### src/pcsa_pkg.sv
// Constants and carrier types for the program counter, stack and indirect addressing block.
// Assumes a single core clock and an asynchronous active-high reset.
package pcsa_pkg;
    localparam int          PC_WIDTH        = 13;
    localparam int          STACK_DEPTH     = 8;
    localparam int          PTR_WIDTH       = 3;
    localparam int          TARGET_WIDTH    = 11;
    localparam int          DATA_ADDR_WIDTH = 9;
    localparam logic [7:0]  ADDR_INDIRECT   = 8'h00;
    localparam logic [7:0]  ADDR_PC_LOW     = 8'h02;
    localparam logic [7:0]  ADDR_STATUS     = 8'h03;
    localparam logic [7:0]  ADDR_POINTER    = 8'h04;
    localparam logic [7:0]  ADDR_UPPER      = 8'h0a;
    localparam logic [7:0]  ADDR_POWER      = 8'h8e;
    localparam int          PWR_POR_BIT     = 1;
    localparam int          PWR_BOR_BIT     = 0;
    localparam int          PWR_OSCF_BIT    = 3;
    localparam int          STATUS_BANK_BIT = 7;
    localparam int          PAGE_LSB        = 3;
    localparam logic [12:0] PC_RESET        = 13'h0000;
    localparam logic [12:0] IRQ_VECTOR      = 13'h0004;
    localparam logic [7:0]  POINTER_RESET   = 8'h00;
    localparam logic [7:0]  UPPER_RESET     = 8'h00;
    localparam logic [7:0]  STATUS_RESET    = 8'h18;
    localparam logic [7:0]  READ_ZERO       = 8'h00;
    localparam logic        OSCF_RESET      = 1'b1;

    typedef enum logic [2:0]
    {
        PCSA_SEQ,
        PCSA_JUMP,
        PCSA_CALL,
        PCSA_RET,
        PCSA_IRQ,
        PCSA_HOLD
    } pcsa_flow_t;

    typedef struct packed
    {
        pcsa_flow_t                      flow;
        logic [TARGET_WIDTH-1:0]         target;
    } pcsa_ctl_t;

    typedef struct packed
    {
        logic       por;
        logic       bor;
        logic       external_reset_pin;
        logic       wdt;
    } pcsa_rst_cause_t;
endpackage : pcsa_pkg

### src/pcsa_core.sv
// Program counter, return stack, power control and indirect data access.
// Assumes the decoder supplies flow controls and the data bus strobes on ref_clk.
//
// Behaviour
// - Power-on flag distinguishes power-on from other resets.
// - Brown-out flag separates brown-out from power-on.
// - Oscillator speed select bit in power control.
// - Software sets brown-out flag; clear means brown-out.
// - Brown-out flag unspecified when detection disabled.
// - Thirteen-bit counter gives next fetch address.
// - Counter low byte is read/write register; writes load it only while flow is PCSA_HOLD.
// - Upper counter bits written by software only through latch, never directly.
// - Counter addresses 8K contiguous program words.
// - Call and jump carry eleven-bit page target.
// - Page bits come from latch bits four, three.
// - Returns load full counter from stack.
// - Eight-entry thirteen-bit stack, hidden pointer.
// - Push on call or interrupt branch.
// - Pop on return, literal return, interrupt return.
// - Push and pop leave upper latch unchanged.
// - Stack wraps silently, overwriting oldest entries.
// - Indirect port accesses register named by pointer.
// - Indirect read with zero pointer returns zero.
// - Indirect write with zero pointer stores nothing.
// - Effective address is bank bit over pointer.
module pcsa_core
    import pcsa_pkg::*;
(
    input  wire logic                       ref_clk,
    input  wire logic                       rst,
    input  wire pcsa_ctl_t                  ctl,
    input  wire pcsa_rst_cause_t            resetCause,
    input  wire logic                       brownoutDetectEnable,
    input  wire logic [7:0]                 regAddr,
    input  wire logic [7:0]                 regWrData,
    input  wire logic                       regWrite,
    input  wire logic                       regRead,
    output logic      [7:0]                 regRdData,
    output logic      [PC_WIDTH-1:0]        fetchAddr,
    output logic                            oscFastSelect,
    output logic      [DATA_ADDR_WIDTH-1:0] dataAddr,
    output logic      [7:0]                 dataWrData,
    output logic                            dataWrite,
    output logic                            dataRead,
    input  wire logic [7:0]                 dataRdData
);
    timeunit 1ns;
    timeprecision 1ns;
    logic [PC_WIDTH-1:0]        pc;
    logic [PC_WIDTH-1:0]        next_pc;
    logic [PC_WIDTH-1:0]        stack [STACK_DEPTH];
    logic [PTR_WIDTH-1:0]       stackPtr;
    logic [7:0]                 pcUpperLatch;
    logic [7:0]                 indirectPointer;
    logic [7:0]                 statusReg;
    logic                       powerOnFlag;
    logic                       brownoutFlag;
    logic                       oscFlag;
    logic                       readIndirect;
    logic [7:0]                 localRead;

    wire                        pushNow   = (ctl.flow == PCSA_CALL) || (ctl.flow == PCSA_IRQ);
    wire                        popNow    = (ctl.flow == PCSA_RET);
    wire  [PTR_WIDTH-1:0]       popPtr    = stackPtr - 3'h1;
    wire  [PC_WIDTH-1:0]        pcPlusOne = pc + 13'h0001;
    wire  [PC_WIDTH-1:0]        pagedTarget;
    wire                        hitIndirect = (regAddr == ADDR_INDIRECT);
    wire                        hitPcLow    = (regAddr == ADDR_PC_LOW);
    wire                        hitStatus   = (regAddr == ADDR_STATUS);
    wire                        hitPointer  = (regAddr == ADDR_POINTER);
    wire                        hitUpper    = (regAddr == ADDR_UPPER);
    wire                        hitPower    = (regAddr == ADDR_POWER);
    wire                        pointerZero = (indirectPointer == POINTER_RESET);
    wire  [7:0]                 powerValue  = {4'h0, oscFlag, 1'b0, powerOnFlag, brownoutFlag};
    wire  [7:0]                 localValue;

    assign pagedTarget = {pcUpperLatch[PAGE_LSB+1:PAGE_LSB], ctl.target};

    assign localValue = hitPcLow   ? pc[7:0] :
                        hitStatus  ? statusReg :
                        hitPointer ? indirectPointer :
                        hitUpper   ? pcUpperLatch :
                        hitPower   ? powerValue : READ_ZERO;

    assign dataAddr   = {statusReg[STATUS_BANK_BIT], indirectPointer};
    assign dataWrite  = regWrite && hitIndirect && !pointerZero;
    assign dataRead   = regRead && hitIndirect && !pointerZero;
    assign dataWrData = regWrData;
    assign fetchAddr  = pc;
    assign oscFastSelect = oscFlag;

    always_comb
    begin
        case (ctl.flow)
            PCSA_JUMP: next_pc = pagedTarget;
            PCSA_CALL: next_pc = pagedTarget;
            PCSA_IRQ:  next_pc = (ctl.target == '0) ? IRQ_VECTOR : pagedTarget;
            PCSA_RET:  next_pc = stack[popPtr];
            PCSA_HOLD: next_pc = pc;
            default:   next_pc = pcPlusOne;
        endcase
        if (regWrite && hitPcLow && ctl.flow == PCSA_HOLD)
        begin
            next_pc = {pcUpperLatch[4:0], regWrData};
        end
    end

    always_ff @(posedge ref_clk or posedge rst)
    begin
        if (rst)
        begin
            pc <= PC_RESET;
        end
        else
        begin
            pc <= next_pc;
        end
    end

    // Stack storage has no reset; the hidden pointer wraps modulo the depth.
    always_ff @(posedge ref_clk)
    begin
        if (pushNow)
        begin
            stack[stackPtr] <= pcPlusOne;
        end
    end

    always_ff @(posedge ref_clk or posedge rst)
    begin
        if (rst)
        begin
            stackPtr <= '0;
        end
        else if (pushNow)
        begin
            stackPtr <= stackPtr + 3'h1;
        end
        else if (popNow)
        begin
            stackPtr <= popPtr;
        end
    end

    // The latch is written only by software, never by stack traffic.
    always_ff @(posedge ref_clk or posedge rst)
    begin
        if (rst)
        begin
            pcUpperLatch    <= UPPER_RESET;
            indirectPointer <= POINTER_RESET;
            statusReg       <= STATUS_RESET;
        end
        else if (regWrite)
        begin
            if (hitUpper)
            begin
                pcUpperLatch <= {3'h0, regWrData[4:0]};
            end
            else if (hitPointer)
            begin
                indirectPointer <= regWrData;
            end
            else if (hitStatus)
            begin
                statusReg <= regWrData;
            end
        end
    end

    // The power-on and brown-out flags live in an always-on domain; the cause input says which reset occurred.
    always_ff @(posedge ref_clk or posedge rst)
    begin
        if (rst)
        begin
            oscFlag <= OSCF_RESET;
        end
        else if (regWrite && hitPower)
        begin
            oscFlag <= regWrData[PWR_OSCF_BIT];
        end
    end

    always_ff @(posedge ref_clk)
    begin
        if (resetCause.por)
        begin
            powerOnFlag <= 1'b0;
        end
        else if (regWrite && hitPower)
        begin
            powerOnFlag <= regWrData[PWR_POR_BIT];
        end
        if (resetCause.bor && brownoutDetectEnable)
        begin
            brownoutFlag <= 1'b0;
        end
        else if (resetCause.por)
        begin
            brownoutFlag <= brownoutFlag;
        end
        else if (regWrite && hitPower)
        begin
            brownoutFlag <= regWrData[PWR_BOR_BIT];
        end
    end

    always_ff @(posedge ref_clk or posedge rst)
    begin
        if (rst)
        begin
            readIndirect <= 1'b0;
            localRead    <= READ_ZERO;
        end
        else
        begin
            readIndirect <= regRead && hitIndirect && !pointerZero;
            localRead    <= regRead ? localValue : READ_ZERO;
        end
    end

    assign regRdData = readIndirect ? dataRdData : localRead;
endmodule : pcsa_core

### config.mk
export PLATFORM = sky130hd
export DESIGN_NAME = pcsa_core
export DESIGN_NICKNAME = d
export VERILOG_FILES = /design/src/pcsa_pkg.sv /design/src/pcsa_core.sv
export SDC_FILE = /design/constraint.sdc
export NUM_CORES = 1
export LEC_CHECK = 0
export ABC_AREA = 1
export BUFFER_PORTS_ARGS = -buffer_cell sky130_fd_sc_hd__clkbuf_2
export CORE_ASPECT_RATIO = 1.5
export CORE_UTILIZATION = 55
export DETAILED_ROUTE_END_ITERATION = 7
export GPL_ROUTABILITY_DRIVEN = 0
export MAX_ROUTING_LAYER = met4
export PLACE_DENSITY = 0.85
export SKIP_LAST_GASP = 1
export SYNTH_ARGS = -nofsm -noshare
export SYNTH_HDL_FRONTEND = slang
export SYNTH_SLANG_ARGS = --single-unit
### constraint.sdc
create_clock -name ref_clk -period 4.4 [get_ports ref_clk]
set_input_delay 0.88 -clock ref_clk [delete_from_list [all_inputs] [get_ports ref_clk]]
set_output_delay 0.88 -clock ref_clk [all_outputs]
set_load 0.1 [all_outputs]
# Yosys cells after proc, flatten, opt, wreduce, memory -nomap -nowiden
# Memories as Yosys holds them, arrays and structs flattened.
# Index checks and enable logic that the tools add are counted.
dict set report word_totals {
  ff_bits 49
  latch_bits 0
  ram_bits 104
  romBits 0
  inputBits 47
  out_inout_bits 41
  wordCells 61
  n_memories 1
}
# memory depth word_bits read_ports rd_ports_with_merged_regs write_ports line
set memory_table {}
lappend memory_table {stack 8 13 1 0 1 pcsa_core.sv:51} ;# logic [PC_WIDTH-1:0] stack [STACK_DEPTH];
dict set report op_classes {
  addsub 3
  n_mul 0
  n_div 0
  order_cmp 0
  n_eq_ne 11
  shifts 0
  muxes 14
  n_bitwise 3
  reduce_logical 19
}
# operator n
set op_table {}
lappend op_table {{$pmux W13 S4} 1}
lappend op_table {{$mux W8} 5}
lappend op_table {{$mux W13} 2}
lappend op_table {{$eq A8 B2 Y1 const B} 2}
lappend op_table {{$logic_not A8 Y1} 2}
lappend op_table {{$add A13 B1 Y13 const B} 1}
lappend op_table {{$logic_not A11 Y1} 1}
lappend op_table {{$eq A8 B3 Y1 const B} 1}
lappend op_table {{$eq A8 B4 Y1 const B} 1}
lappend op_table {{$eq A8 B8 Y1 const B} 1}
lappend op_table {{$logic_and A1 B1 Y1} 8}
lappend op_table {{$eq A3 B2 Y1 const B} 2}
lappend op_table {{$eq A3 B3 Y1 const B} 2}
lappend op_table {{$mux W3} 2}
lappend op_table {{$mux W5} 1}
lappend op_table {{$mux W4} 1}
lappend op_table {{$reduce_and A2 Y1} 2}
lappend op_table {{$reduce_and A4 Y1} 1}
lappend op_table {{$add A3 B1 Y3 const B} 1}
lappend op_table {{$eq A3 B1 Y1 const B} 1}
lappend op_table {{$not A1 Y1} 3}
lappend op_table {{$reduce_and A3 Y1} 1}
lappend op_table {{$sub A3 B1 Y3 const B} 1}
lappend op_table {{$mux W1} 2}
lappend op_table {{other kinds (5)} 5}

# Logic depth before layout (Yosys ltp)
# Gate-level depths: netlist of run 1.
dict set report logic_depth {
  ltp_word 7
  depth_mapped 16
  mapped_depth_nobuf 13
}

# Least setup slack after synthesis of run 1
# No wires, ideal clock.
dict set report synth_path {
  path_kind {input-to-output}
  start {in regAddr[7]}
  end {out dataRead}
  arrival_time_ns 3.536
  required_time_ns 3.520
  path_slack_ns -0.016
  stages 5
  n_path_buf 0
  path_cell_list {nor2_4 > nand2_4 > nor2_4 > nand2_1 > nor3b_1}
}
dict set report synth_via {
  elab_chain_len 3
}
# item line
set synth_rtl {}
lappend synth_rtl {{start, declared} pcsa_core.sv:34} ;# input wire logic [7:0] regAddr,
lappend synth_rtl {{$logic_not A8 Y1} pcsa_core.sv:67} ;# wire hitIndirect = (regAddr == ADDR_INDIRECT);
lappend synth_rtl {{$logic_and A1 B1 Y1 (2 in series)} pcsa_core.sv:87} ;# assign dataRead = regRead && hitIndirect && !pointerZero;
lappend synth_rtl {{end, declared} pcsa_core.sv:44} ;# output logic dataRead,
# Every way passes these cells.

# Final worst setup path of run 1
dict set report layout_path {
  start {in regAddr[2]}
  end {out dataRead}
}
# The elaborated chain is that of the path after synthesis.

==> results.toml, run 1 <==
[finish]
area_growth_syn_to_layout_pct = 14.4
antennaDiodeCount = 0
final_net_count = 1022
layout_cell_share_with_drive_strength_beyond_1_pct = 20.8

[placed_design]
hpwl_um = 13300
port_buffers = 85
dpl_ws_ns = 1.34

[synthesis]
number_of_enable_type_register_cells_in_the_synthesized_netlist = 104
ys_types = 41
asyncSetResetFlopFracSynth_pct = 30.7
yosys_register_bits = 153
dominantRegCellSynth = "sky130_fd_sc_hd__edfxtp_1"
post_synth.cell_area_avg_um2 = 8.76
synth-warning-count = 0
synth_nets = 945
most_frequent_cell_after_synthesis = "sky130_fd_sc_hd__nand2_1"
synth_top_cell_by_area = "sky130_fd_sc_hd__edfxtp_1"
syn-cell-area_mm2 = 0.00784
synth.top_cell.area_share_pct = 39.8
yosysSeqAreaShare_pct = 55.4
synth_common_cells = "sky130_fd_sc_hd__nand2_1, sky130_fd_sc_hd__edfxtp_1, sky130_fd_sc_hd__inv_1"
netlist_top_cells_area = "sky130_fd_sc_hd__edfxtp_1, sky130_fd_sc_hd__nand2_1, sky130_fd_sc_hd__dfrtp_1"
synth_instances = 895

[hold_path]
hold_end = "powerOnFlag"
worst_hold_start = "powerOnFlag"
min_path_cells = 1
holdCritPathClass = "register to register"

[status]
run_status = "completed"

[route]
drc = 0
vias = 6323
dr.pass1.iters = 5
routedWlPerCell_um = 16.8
drt-total-wl_um = 19800
first_iter_violations = 705
postRouteAntennaNets = 0
via_per_inst = 5.37

[timing]
timing.final.max_slew_violations = 0
hold_ws_ns = 0.475
unrepaired_setup_endpoints_after_global_routing = "no"
finalClockSkew_ns = 0.0103
peak_clock_frequency_supported_by_timing_ghz = 0.328
tightest_pin_transition_ns = 1.02
setup_slack_ns = 1.35
hold_violations = 0
maxSlewHeadroom_pct = 32.2
setup-violations-final = 0
totalNegativeSetupSlack_ns = 0
share_of_the_cycle_needed_by_the_critical_path_after_routing_pct = 69.3
final_period_minus_worst_setup_slack_ns = 3.05

[pwr]
power.ir.vdd_worst_mv = 0.568
swShare_pct = 41.0
power_spent_charging_and_discharging_nets_mw = 2.32
clock_power_share_pct = 28.2
power.density_cell_area_mw_per_mm2 = 631
internal-power_mw = 3.34
total_leakage_power_nw = 4.23
combPwrFrac_pct = 36.6
power.sequential.fraction_pct = 35.3

[floorplan]
floorplan.die_area_mm2 = 0.0148
die_height_um = 148
fp.coreArea_mm2 = 0.0140
rows = 53
io_pins = 88
floorplan.initialDensity_pct = 56.1
die_w_um = 99.5

[run]
cap_viol_max_count = 0

[worst_setup_path]
kind_of_cell_adding_the_most_delay_to_the_critical_path = "buffers and inverters"
path_cells = "clkbuf_2 > inv_2 > nand2_2 > nor2_4 > nand2_1 > nor3b_2 > clkbuf_2"
timing.reg2reg.worst_path_depth = 12
most_prevalent_standard_cell_on_the_critical_path = "sky130_fd_sc_hd__clkbuf_2"
critPathMaxStageDelay_ns = 0.48
critical_path_arrival_ns = 2.17
critical_path_buf_inv_count = 3
cp_max_fo = 4
regToRegSetupSlack_ns = 2.01
path_class = "primary input to primary output"
slowest_stage = "sky130_fd_sc_hd__clkbuf_2"
setup.worst_path.start_class = "primary input"
setup.worst_path.end_class = "primary output"
capturing_point_of_the_worst_reg2reg_path = "fetchAddr[5]"
critical_path.reg2reg.startpoint = "stackPtr[1]"
cp_data_required_time_ns = 3.52

[clock_network]
cts_htree_levels = 4
cts_max_path_buffers = 2
hold_fix_buffers_at_cts = 0
cts_buffers = 17
numClockSinks = 153
root_buffer = "sky130_fd_sc_hd__clkbuf_16"
count_of_cells_resized_by_post_cts_repair = 0
clk-insertion-delay-late_ns = 0.43
tritoncts_clock_tree = "yes"
clkSlewWorstSetupHoldPaths_ns = 0.06
cts.repair_timing.setup_buffer_count = 0

[global_route]
grt_pass1_vias = 6050
grt_pass1_wl_um = 30700
gr-total-overflow = 0
grt_usage_pct = 29.0
antenna_violations_before_repair = 0
pin_count_of_the_biggest_net_entering_global_routing = 60
[state kept, by name, summed over array words and instances, names as in the netlist]
| name | cells |
|---|---|
| statusReg | 8 |
| brownoutFlag | 1 |
| pcUpperLatch | 5 |
| fetchAddr | 13 |
| readIndirect | 1 |
| localRead | 8 |
| oscFastSelect | 1 |
| powerOnFlag | 1 |
| stack | 104 |
| stackPtr | 3 |
| indirectPointer | 8 |
[worst register-to-register path, cell delays in order, from the launching register on]
cell and delay (ns):
sky130_fd_sc_hd__dfrtp_1 0.42, sky130_fd_sc_hd__inv_1 0.14, sky130_fd_sc_hd__ha_1 0.20, sky130_fd_sc_hd__inv_1 0.05, sky130_fd_sc_hd__nand2_1 0.06, sky130_fd_sc_hd__nand2_2 0.08
sky130_fd_sc_hd__nor2_1 0.76, sky130_fd_sc_hd__inv_1 0.15, sky130_fd_sc_hd__a21oi_1 0.20, sky130_fd_sc_hd__nor2_1 0.08, sky130_fd_sc_hd__nand3_1 0.09, sky130_fd_sc_hd__nand2_1 0.06
sky130_fd_sc_hd__inv_1 0.05
[area by class of cell]
| cell class | count | area, um2 |
|---|---|---|
| fillers | 1057 | 5020 |
| flip-flops and latches | 153 | 4340 |
| multi-input cells | 591 | 2800 |
| repair buffers | 97 | 515 |
| clock buffers | 18 | 429 |
| inverters | 112 | 425 |
| well taps | 192 | 240 |
| clock inverters | 14 | 219 |
[metal layers]
metal  vias to the layer above  routed length, um  GRT usage, %
met5                         -                  0             -
met4                         0               1040          18.1
met3                        73               1190          4.84
met2                       316              10500          49.4
met1                      2930               7020          31.2
li1                       3004                  -             -
[layout by cell type (no fill, tap or decap), drive strengths merged]
cell type and instances:
nand2 338, inv 116, edfxtp 104, clkbuf 103, nor2 79, nand3 67
o21ai 46, dfrtp 44, a21oi 13, buf 12, nor3 8, mux2 8
and2 5, xor2 5, bufinv 5, nand4 5, clkinv 4, o22ai 3
ha 3, dfstp 3, nand3b 2, o21a 2, dfxtp 2, or2 2
xnor2 1, nor4 1, nor3b 1, o211ai 1, o221ai 1, clkinvlp 1
[power by group through the flow]
| stage | Combinational (mW) | Clock [mW] | Sequential (mW) |
|---|---|---|---|
| floorplan | 1.25 | 0 | 2.37 |
| global placement | 1.97 | 0 | 2.00 |
| detailed placement | 2.03 | 0 | 2.01 |
| CTS | 2.05 | 1.60 | 1.99 |
| global route | 2.27 | 1.66 | 2.01 |
| finish | 2.07 | 1.60 | 2.00 |
[cell families (layout without fill, tap and decap cells)]
family / count (synthesis) / in the layout / synth area share (%)
compound gates: 66 / 66 / 5.22
xor+xnor: 6 / 6 / 0.670
fa+ha+maj: 3 / 3 / 0.479
buf+inv: 151 / 241 / 9.03
flops: 153 / 153 / 55.4
mux: 8 / 8 / 1.15
simple gates: 508 / 508 / 28.1
[worst max-delay path by stage]
stage | from | to | slack (ns) | cells after the start
floorplan | regAddr[7] | dataWrite | 0.16 | 5
global placement | regAddr[7] | dataRead | 1.37 | 7
detailed placement | regAddr[2] | dataRead | 1.34 | 7
CTS | regAddr[2] | dataRead | 1.34 | 7
global route | regAddr[5] | dataRead | 1.24 | 7
finish | regAddr[2] | dataRead | 1.35 | 7
[stage by stage]
step	instances	power, mW	area (um2)	utilization [%]
floorplan	895	3.62	7850	-
global placement	1145	3.97	8320	59.5
detailed placement	1145	4.04	8320	59.5
CTS	1177	5.64	8970	64.1
global route	1177	5.93	8970	64.1
finish	1177	5.66	8970	64.1
No activity file was read; power rests on OpenSTA's default activity.
==> run 2, diff against run 1 <==
ABC_AREA = 0   (was 1)
clock period = 2.87 ns   (was 4.4 ns; I/O delays follow)
==> results.toml, run 2 <==
[synthesis]
post_synthesis_mux_area_share_pct = 15.5
synth_common_cells = "sky130_fd_sc_hd__edfxtp_1, sky130_fd_sc_hd__dfrtp_1, sky130_fd_sc_hd__a21oi_1"
post_synth.cell_area_avg_um2 = 14.6
synth_instances = 491
number_of_enable_type_register_cells_in_the_synthesized_netlist = 104
post_synth_and_or_nand_nor_area_fraction_pct = 8.37
asyncSetResetFlopFracSynth_pct = 30.7
ys_types = 62
yosys_register_bits = 153
yosysSeqAreaShare_pct = 60.5
synth_nets = 541
synth-warning-count = 0
synth.top_cell.area_share_pct = 43.5
synth_compound_gate_area_share_pct = 9.66
syn-cell-area_mm2 = 0.00717
synth_top_cell_by_area = "sky130_fd_sc_hd__edfxtp_1"
synthAdderAreaFrac_pct = 0.523
synth_top_family_by_area = "multiplexers"
netlist_top_cells_area = "sky130_fd_sc_hd__edfxtp_1, sky130_fd_sc_hd__dfrtp_1, sky130_fd_sc_hd__mux4_2"
most_frequent_cell_after_synthesis = "sky130_fd_sc_hd__edfxtp_1"
synth-xor-area-share_pct = 2.08
dominantRegCellSynth = "sky130_fd_sc_hd__edfxtp_1"

[global_route]
grt_pass1_vias = 4962
grt_usage_pct = 27.1
gr-total-overflow = 0
grt_pass1_wl_um = 26000
pin_count_of_the_biggest_net_entering_global_routing = 32
antenna_violations_before_repair = 0

[finish]
final_common_cell = "sky130_fd_sc_hd__edfxtp_1"
max_ffs_per_register = 104
final_cell_mix = "sky130_fd_sc_hd__edfxtp_1, sky130_fd_sc_hd__clkbuf_2, sky130_fd_sc_hd__dfrtp_1"
largest-register = "stack"
finalNonFillerCells = 753
final_net_count = 634
layout_cell_share_with_drive_strength_beyond_1_pct = 35.8
antennaDiodeCount = 0
area_growth_syn_to_layout_pct = 16.6

[route]
postRouteAntennaNets = 0
dr.pass1.iters = 6
drt-total-wl_um = 16700
vias = 4874
via_per_inst = 6.47
first_iter_violations = 584
routedWlPerCell_um = 22.2
drc = 0

[clock_network]
cts_buffers = 17
clk-insertion-delay-late_ns = 0.42
cts_htree_levels = 4
numClockSinks = 153
root_buffer = "sky130_fd_sc_hd__clkbuf_16"
clkSlewWorstSetupHoldPaths_ns = 0.06
tritoncts_clock_tree = "yes"
count_of_cells_resized_by_post_cts_repair = 0
cts_max_path_buffers = 2
hold_fix_buffers_at_cts = 0
cts.repair_timing.setup_buffer_count = 0

[timing]
finalClockSkew_ns = 0.0112
setup-violations-final = 0
unrepaired_setup_endpoints_after_global_routing = "no"
hold_ws_ns = 0.234
share_of_the_cycle_needed_by_the_critical_path_after_routing_pct = 85.2
totalNegativeSetupSlack_ns = 0
timing.final.max_slew_violations = 0
tightest_pin_transition_ns = 0.990
hold_violations = 0
peak_clock_frequency_supported_by_timing_ghz = 0.409
final_period_minus_worst_setup_slack_ns = 2.45
maxSlewHeadroom_pct = 33.8

[worst_setup_path]
setup.worst_path.start_class = "register"
critical_path_arrival_ns = 2.72
cp_data_required_time_ns = 3.14
critical_path.reg2reg.startpoint = "stackPtr[1]"
path_class = "register to register"
cp_max_fo = 22
setup.worst_path.end_class = "register"
timing.critical_path.from = "stackPtr[1]"

[placed_design]
hpwl_um = 11900
port_buffers = 85
post-place-cells = 721

[hold_path]
holdCritPathClass = "primary input to async pin"

[floorplan]
die_w_um = 95.2
die_height_um = 142
fp.coreArea_mm2 = 0.0126
io_pins = 88
floorplan.initialDensity_pct = 57.0
floorplan.die_area_mm2 = 0.0135
rows = 50

[pwr]
power.density_cell_area_mw_per_mm2 = 923
combPwrFrac_pct = 34.3
total_leakage_power_nw = 3.33
swShare_pct = 37.1
power_spent_charging_and_discharging_nets_mw = 2.86
power.ir.vdd_worst_mv = 0.500
clock_power_share_pct = 26.3
power.sequential.fraction_pct = 39.4
internal-power_mw = 4.85

[run]
cap_viol_max_count = 0

[status]
run_status = "completed"
==> run 2: path summary, 6_finish.rpt <==
path	endpoint	slack [ns]	cells after the start
setup / recovery	fetchAddr[10]	0.42	7
hold / removal	fetchAddr[1]	0.23	2
setup reg to reg	fetchAddr[10]	0.42	7
hold reg to reg	statusReg[5]	0.52	1
max in group asynchronous	statusReg[4]	1.97	3
min in group ref_clk	powerOnFlag	0.34	2
==> run 2: area by class of cell <==
class / instances / area (um2)
clock buffer: 18 / 429
clock inverter: 14 / 116
fill: 848 / 4210
inverter: 10 / 37.5
multi-input combinational: 295 / 2610
sequential: 153 / 4340
tap: 156 / 195
timing repair buffer: 107 / 633
==> run 2: metrics by stage <==
step	setup slack [ns]	area (um2)	total power, mW	util, %
floorplan	0.246	7180	5.02	-
global route	0.207	8360	8.01	66.5
global placement	0.449	7820	5.60	62.2
detailed placement	0.377	7820	5.69	62.2
CTS	0.418	8360	7.73	66.5
finish	0.424	8360	7.72	66.5
==> run 2: worst max-delay path, stage by stage, from the launching register on <==
cell and delay [ns]:
sky130_fd_sc_hd__dfrtp_1 0.51, sky130_fd_sc_hd__inv_1 0.10, sky130_fd_sc_hd__ha_1 0.53, sky130_fd_sc_hd__buf_12 0.23, sky130_fd_sc_hd__mux4_2 0.32, sky130_fd_sc_hd__a221o_1 0.35, sky130_fd_sc_hd__a221oi_2 0.18, sky130_fd_sc_hd__a21oi_1 0.06
==> run 2: logic make-up (layout without fill, tap and decap cells) <==
family,count (synthesis),count (layout)
adder cells (fa/ha/maj),3,3
buffers and inverters,43,149
multiplexers,71,71
AND/OR/NAND/NOR,107,107
XOR/XNOR,17,17
AO/OA/AOI/OAI,97,97
flip-flops,153,153
==> run 2: routing by layer <==
metal / wire length, um / global-route usage [%] / vias to the layer above
met4: 636 / 13.7 / 0
met1: 5980 / 32.2 / 2415
met5: 0 / - / -
met2: 8630 / 43.3 / 306
met3: 1500 / 5.73 / 51
li1: - / - / 2102
==> run 2: power groups by stage <==
stage / Clock (mW) / Sequential (mW) / Combinational (mW)
floorplan: 0 / 3.52 / 1.50
global placement: 0 / 3.05 / 2.55
detailed placement: 0 / 3.08 / 2.62
CTS: 2.05 / 3.04 / 2.64
global route: 2.15 / 3.06 / 2.80
finish: 2.03 / 3.04 / 2.65
==> run 3, diff against run 2 <==
ABC_AREA = 1   (was 0)
==> results.toml, run 3 (same netlist as run 1, synthesis figures left out) <==
[status]
run_status = "completed"

[worst_setup_path]
setup.worst_path.end_class = "primary output"
cp_data_required_time_ns = 2.30
setup.worst_path.start_class = "register"
critical_path.reg2reg.startpoint = "fetchAddr[0]"
path_class = "register to primary output"
timing.critical_path.from = "indirectPointer[4]"
cp_max_fo = 4
critical_path_arrival_ns = 2.10

[floorplan]
floorplan.initialDensity_pct = 56.1
die_w_um = 99.5
die_height_um = 148
rows = 53
floorplan.die_area_mm2 = 0.0148
io_pins = 88
fp.coreArea_mm2 = 0.0140

[finish]
finalNonFillerCells = 1187
antennaDiodeCount = 0
final_cell_mix = "sky130_fd_sc_hd__nand2_1, sky130_fd_sc_hd__edfxtp_1, sky130_fd_sc_hd__inv_1"
final_net_count = 1032
area_growth_syn_to_layout_pct = 14.9
finalCoreUtilization_pct = 64.4
max_ffs_per_register = 104
layout_cell_share_with_drive_strength_beyond_1_pct = 21.8
final_common_cell = "sky130_fd_sc_hd__nand2_1"
largest-register = "stack"
fillCellCount = 1050

[clock_network]
clk-insertion-delay-late_ns = 0.43
clkSlewWorstSetupHoldPaths_ns = 0.06
count_of_cells_resized_by_post_cts_repair = 0
tritoncts_clock_tree = "yes"
cts_htree_levels = 4
cts.repair_timing.setup_buffer_count = 0
root_buffer = "sky130_fd_sc_hd__clkbuf_16"
cts_max_path_buffers = 2
numClockSinks = 153
hold_fix_buffers_at_cts = 0
cts_buffers = 17

[global_route]
antenna_violations_before_repair = 0
pin_count_of_the_biggest_net_entering_global_routing = 60
grt_pass1_vias = 6432
gr-total-overflow = 0
grt_usage_pct = 29.7
grt_pass1_wl_um = 31800

[timing]
hold_violations = 0
peak_clock_frequency_supported_by_timing_ghz = 0.373
timing.final.max_slew_violations = 0
final_period_minus_worst_setup_slack_ns = 2.68
totalNegativeSetupSlack_ns = 0
finalClockSkew_ns = 0.00978
setup-violations-final = 0
tightest_pin_transition_ns = 0.972
unrepaired_setup_endpoints_after_global_routing = "no"
maxSlewHeadroom_pct = 35.0
share_of_the_cycle_needed_by_the_critical_path_after_routing_pct = 93.3

[pwr]
power.density_cell_area_mw_per_mm2 = 939
power.ir.vdd_worst_mv = 0.912
total_leakage_power_nw = 4.28

[route]
routedWlPerCell_um = 16.7
postRouteAntennaNets = 0
dr.pass1.iters = 5
drc = 0
drt-total-wl_um = 19900
first_iter_violations = 618
vias = 6432
via_per_inst = 5.42

[run]
cap_viol_max_count = 0

[hold_path]
holdCritPathClass = "primary input to async pin"

[placed_design]
hpwl_um = 13800
post-place-cells = 1155
port_buffers = 85
## run 3: changes by cell type in the layout (fill, tap and decap cells not counted), moves of 12 or more
cell	previous run	this run
sky130_fd_sc_hd__a22oi_1	12	0
sky130_fd_sc_hd__nor2_1	23	71
sky130_fd_sc_hd__nand3_1	3	58
sky130_fd_sc_hd__inv_2	1	14
sky130_fd_sc_hd__nand2_1	26	324
sky130_fd_sc_hd__mux2i_1	12	0
sky130_fd_sc_hd__a21oi_1	27	13
sky130_fd_sc_hd__mux2_2	25	8
sky130_fd_sc_hd__o21ai_2	0	17
sky130_fd_sc_hd__inv_1	9	96
sky130_fd_sc_hd__mux4_2	24	0
## run 3: critical path: stages, from the launching register on
cell,delay [ns]
sky130_fd_sc_hd__dfrtp_1,0.42
sky130_fd_sc_hd__nor4_1,0.45
sky130_fd_sc_hd__nand2_1,0.09
sky130_fd_sc_hd__nor2_1,0.30
sky130_fd_sc_hd__nor3_4,0.04
sky130_fd_sc_hd__clkbuf_2,0.37
## run 3: path summary, 6_finish.rpt
path	to	depth (start not counted)	slack, ns
worst max register to register	fetchAddr[7]	8	0.59
max in group asynchronous	statusReg[4]	3	2.07
worst min register to register	powerOnFlag	1	0.47
min in group ref_clk	brownoutFlag	4	0.39
worst max-delay path	dataWrite	5	0.19
worst min-delay path	statusReg[6]	2	0.17
## run 3: metal layers
metal	global-route usage [%]	part of all wire, %
met5	-	0
met2	50.8	53
met1	31.6	34
met4	17.6	5.5
met3	6.06	7.4
## run 3: power breakdown
| group | switching, mW | internal [mW] |
|---|---|---|
| Clock | 0.902 | 1.30 |
| Sequential | 0.216 | 2.84 |
| Combinational | 2.46 | 0.744 |
| Total | 3.58 | 4.88 |
## run 3: cell type report
type	instances	area (um2)	share of cell area, %
clock buffers	22	518	5.75
inverters	112	425	4.72
repair buffers	107	593	6.58
clock inverters	10	76.3	0.847
flip-flops and latches	153	4340	48.2
well taps	192	240	2.67
multi-input cells	591	2820	31.2
## run 3: stage by stage
| step | hold slack, ns | area, um2 | total power, mW | setup slack (ns) |
|---|---|---|---|---|
| finish | 0.165 | 9010 | 8.46 | 0.192 |
| global route | 0.198 | 9010 | 8.85 | 0.0801 |
| CTS | 0.172 | 9010 | 8.42 | 0.175 |
| detailed placement | 0.462 | 8420 | 6.22 | 0.429 |
| global placement | 0.456 | 8420 | 6.14 | 0.444 |
| floorplan | 0.441 | 7870 | 5.56 | 0.126 |
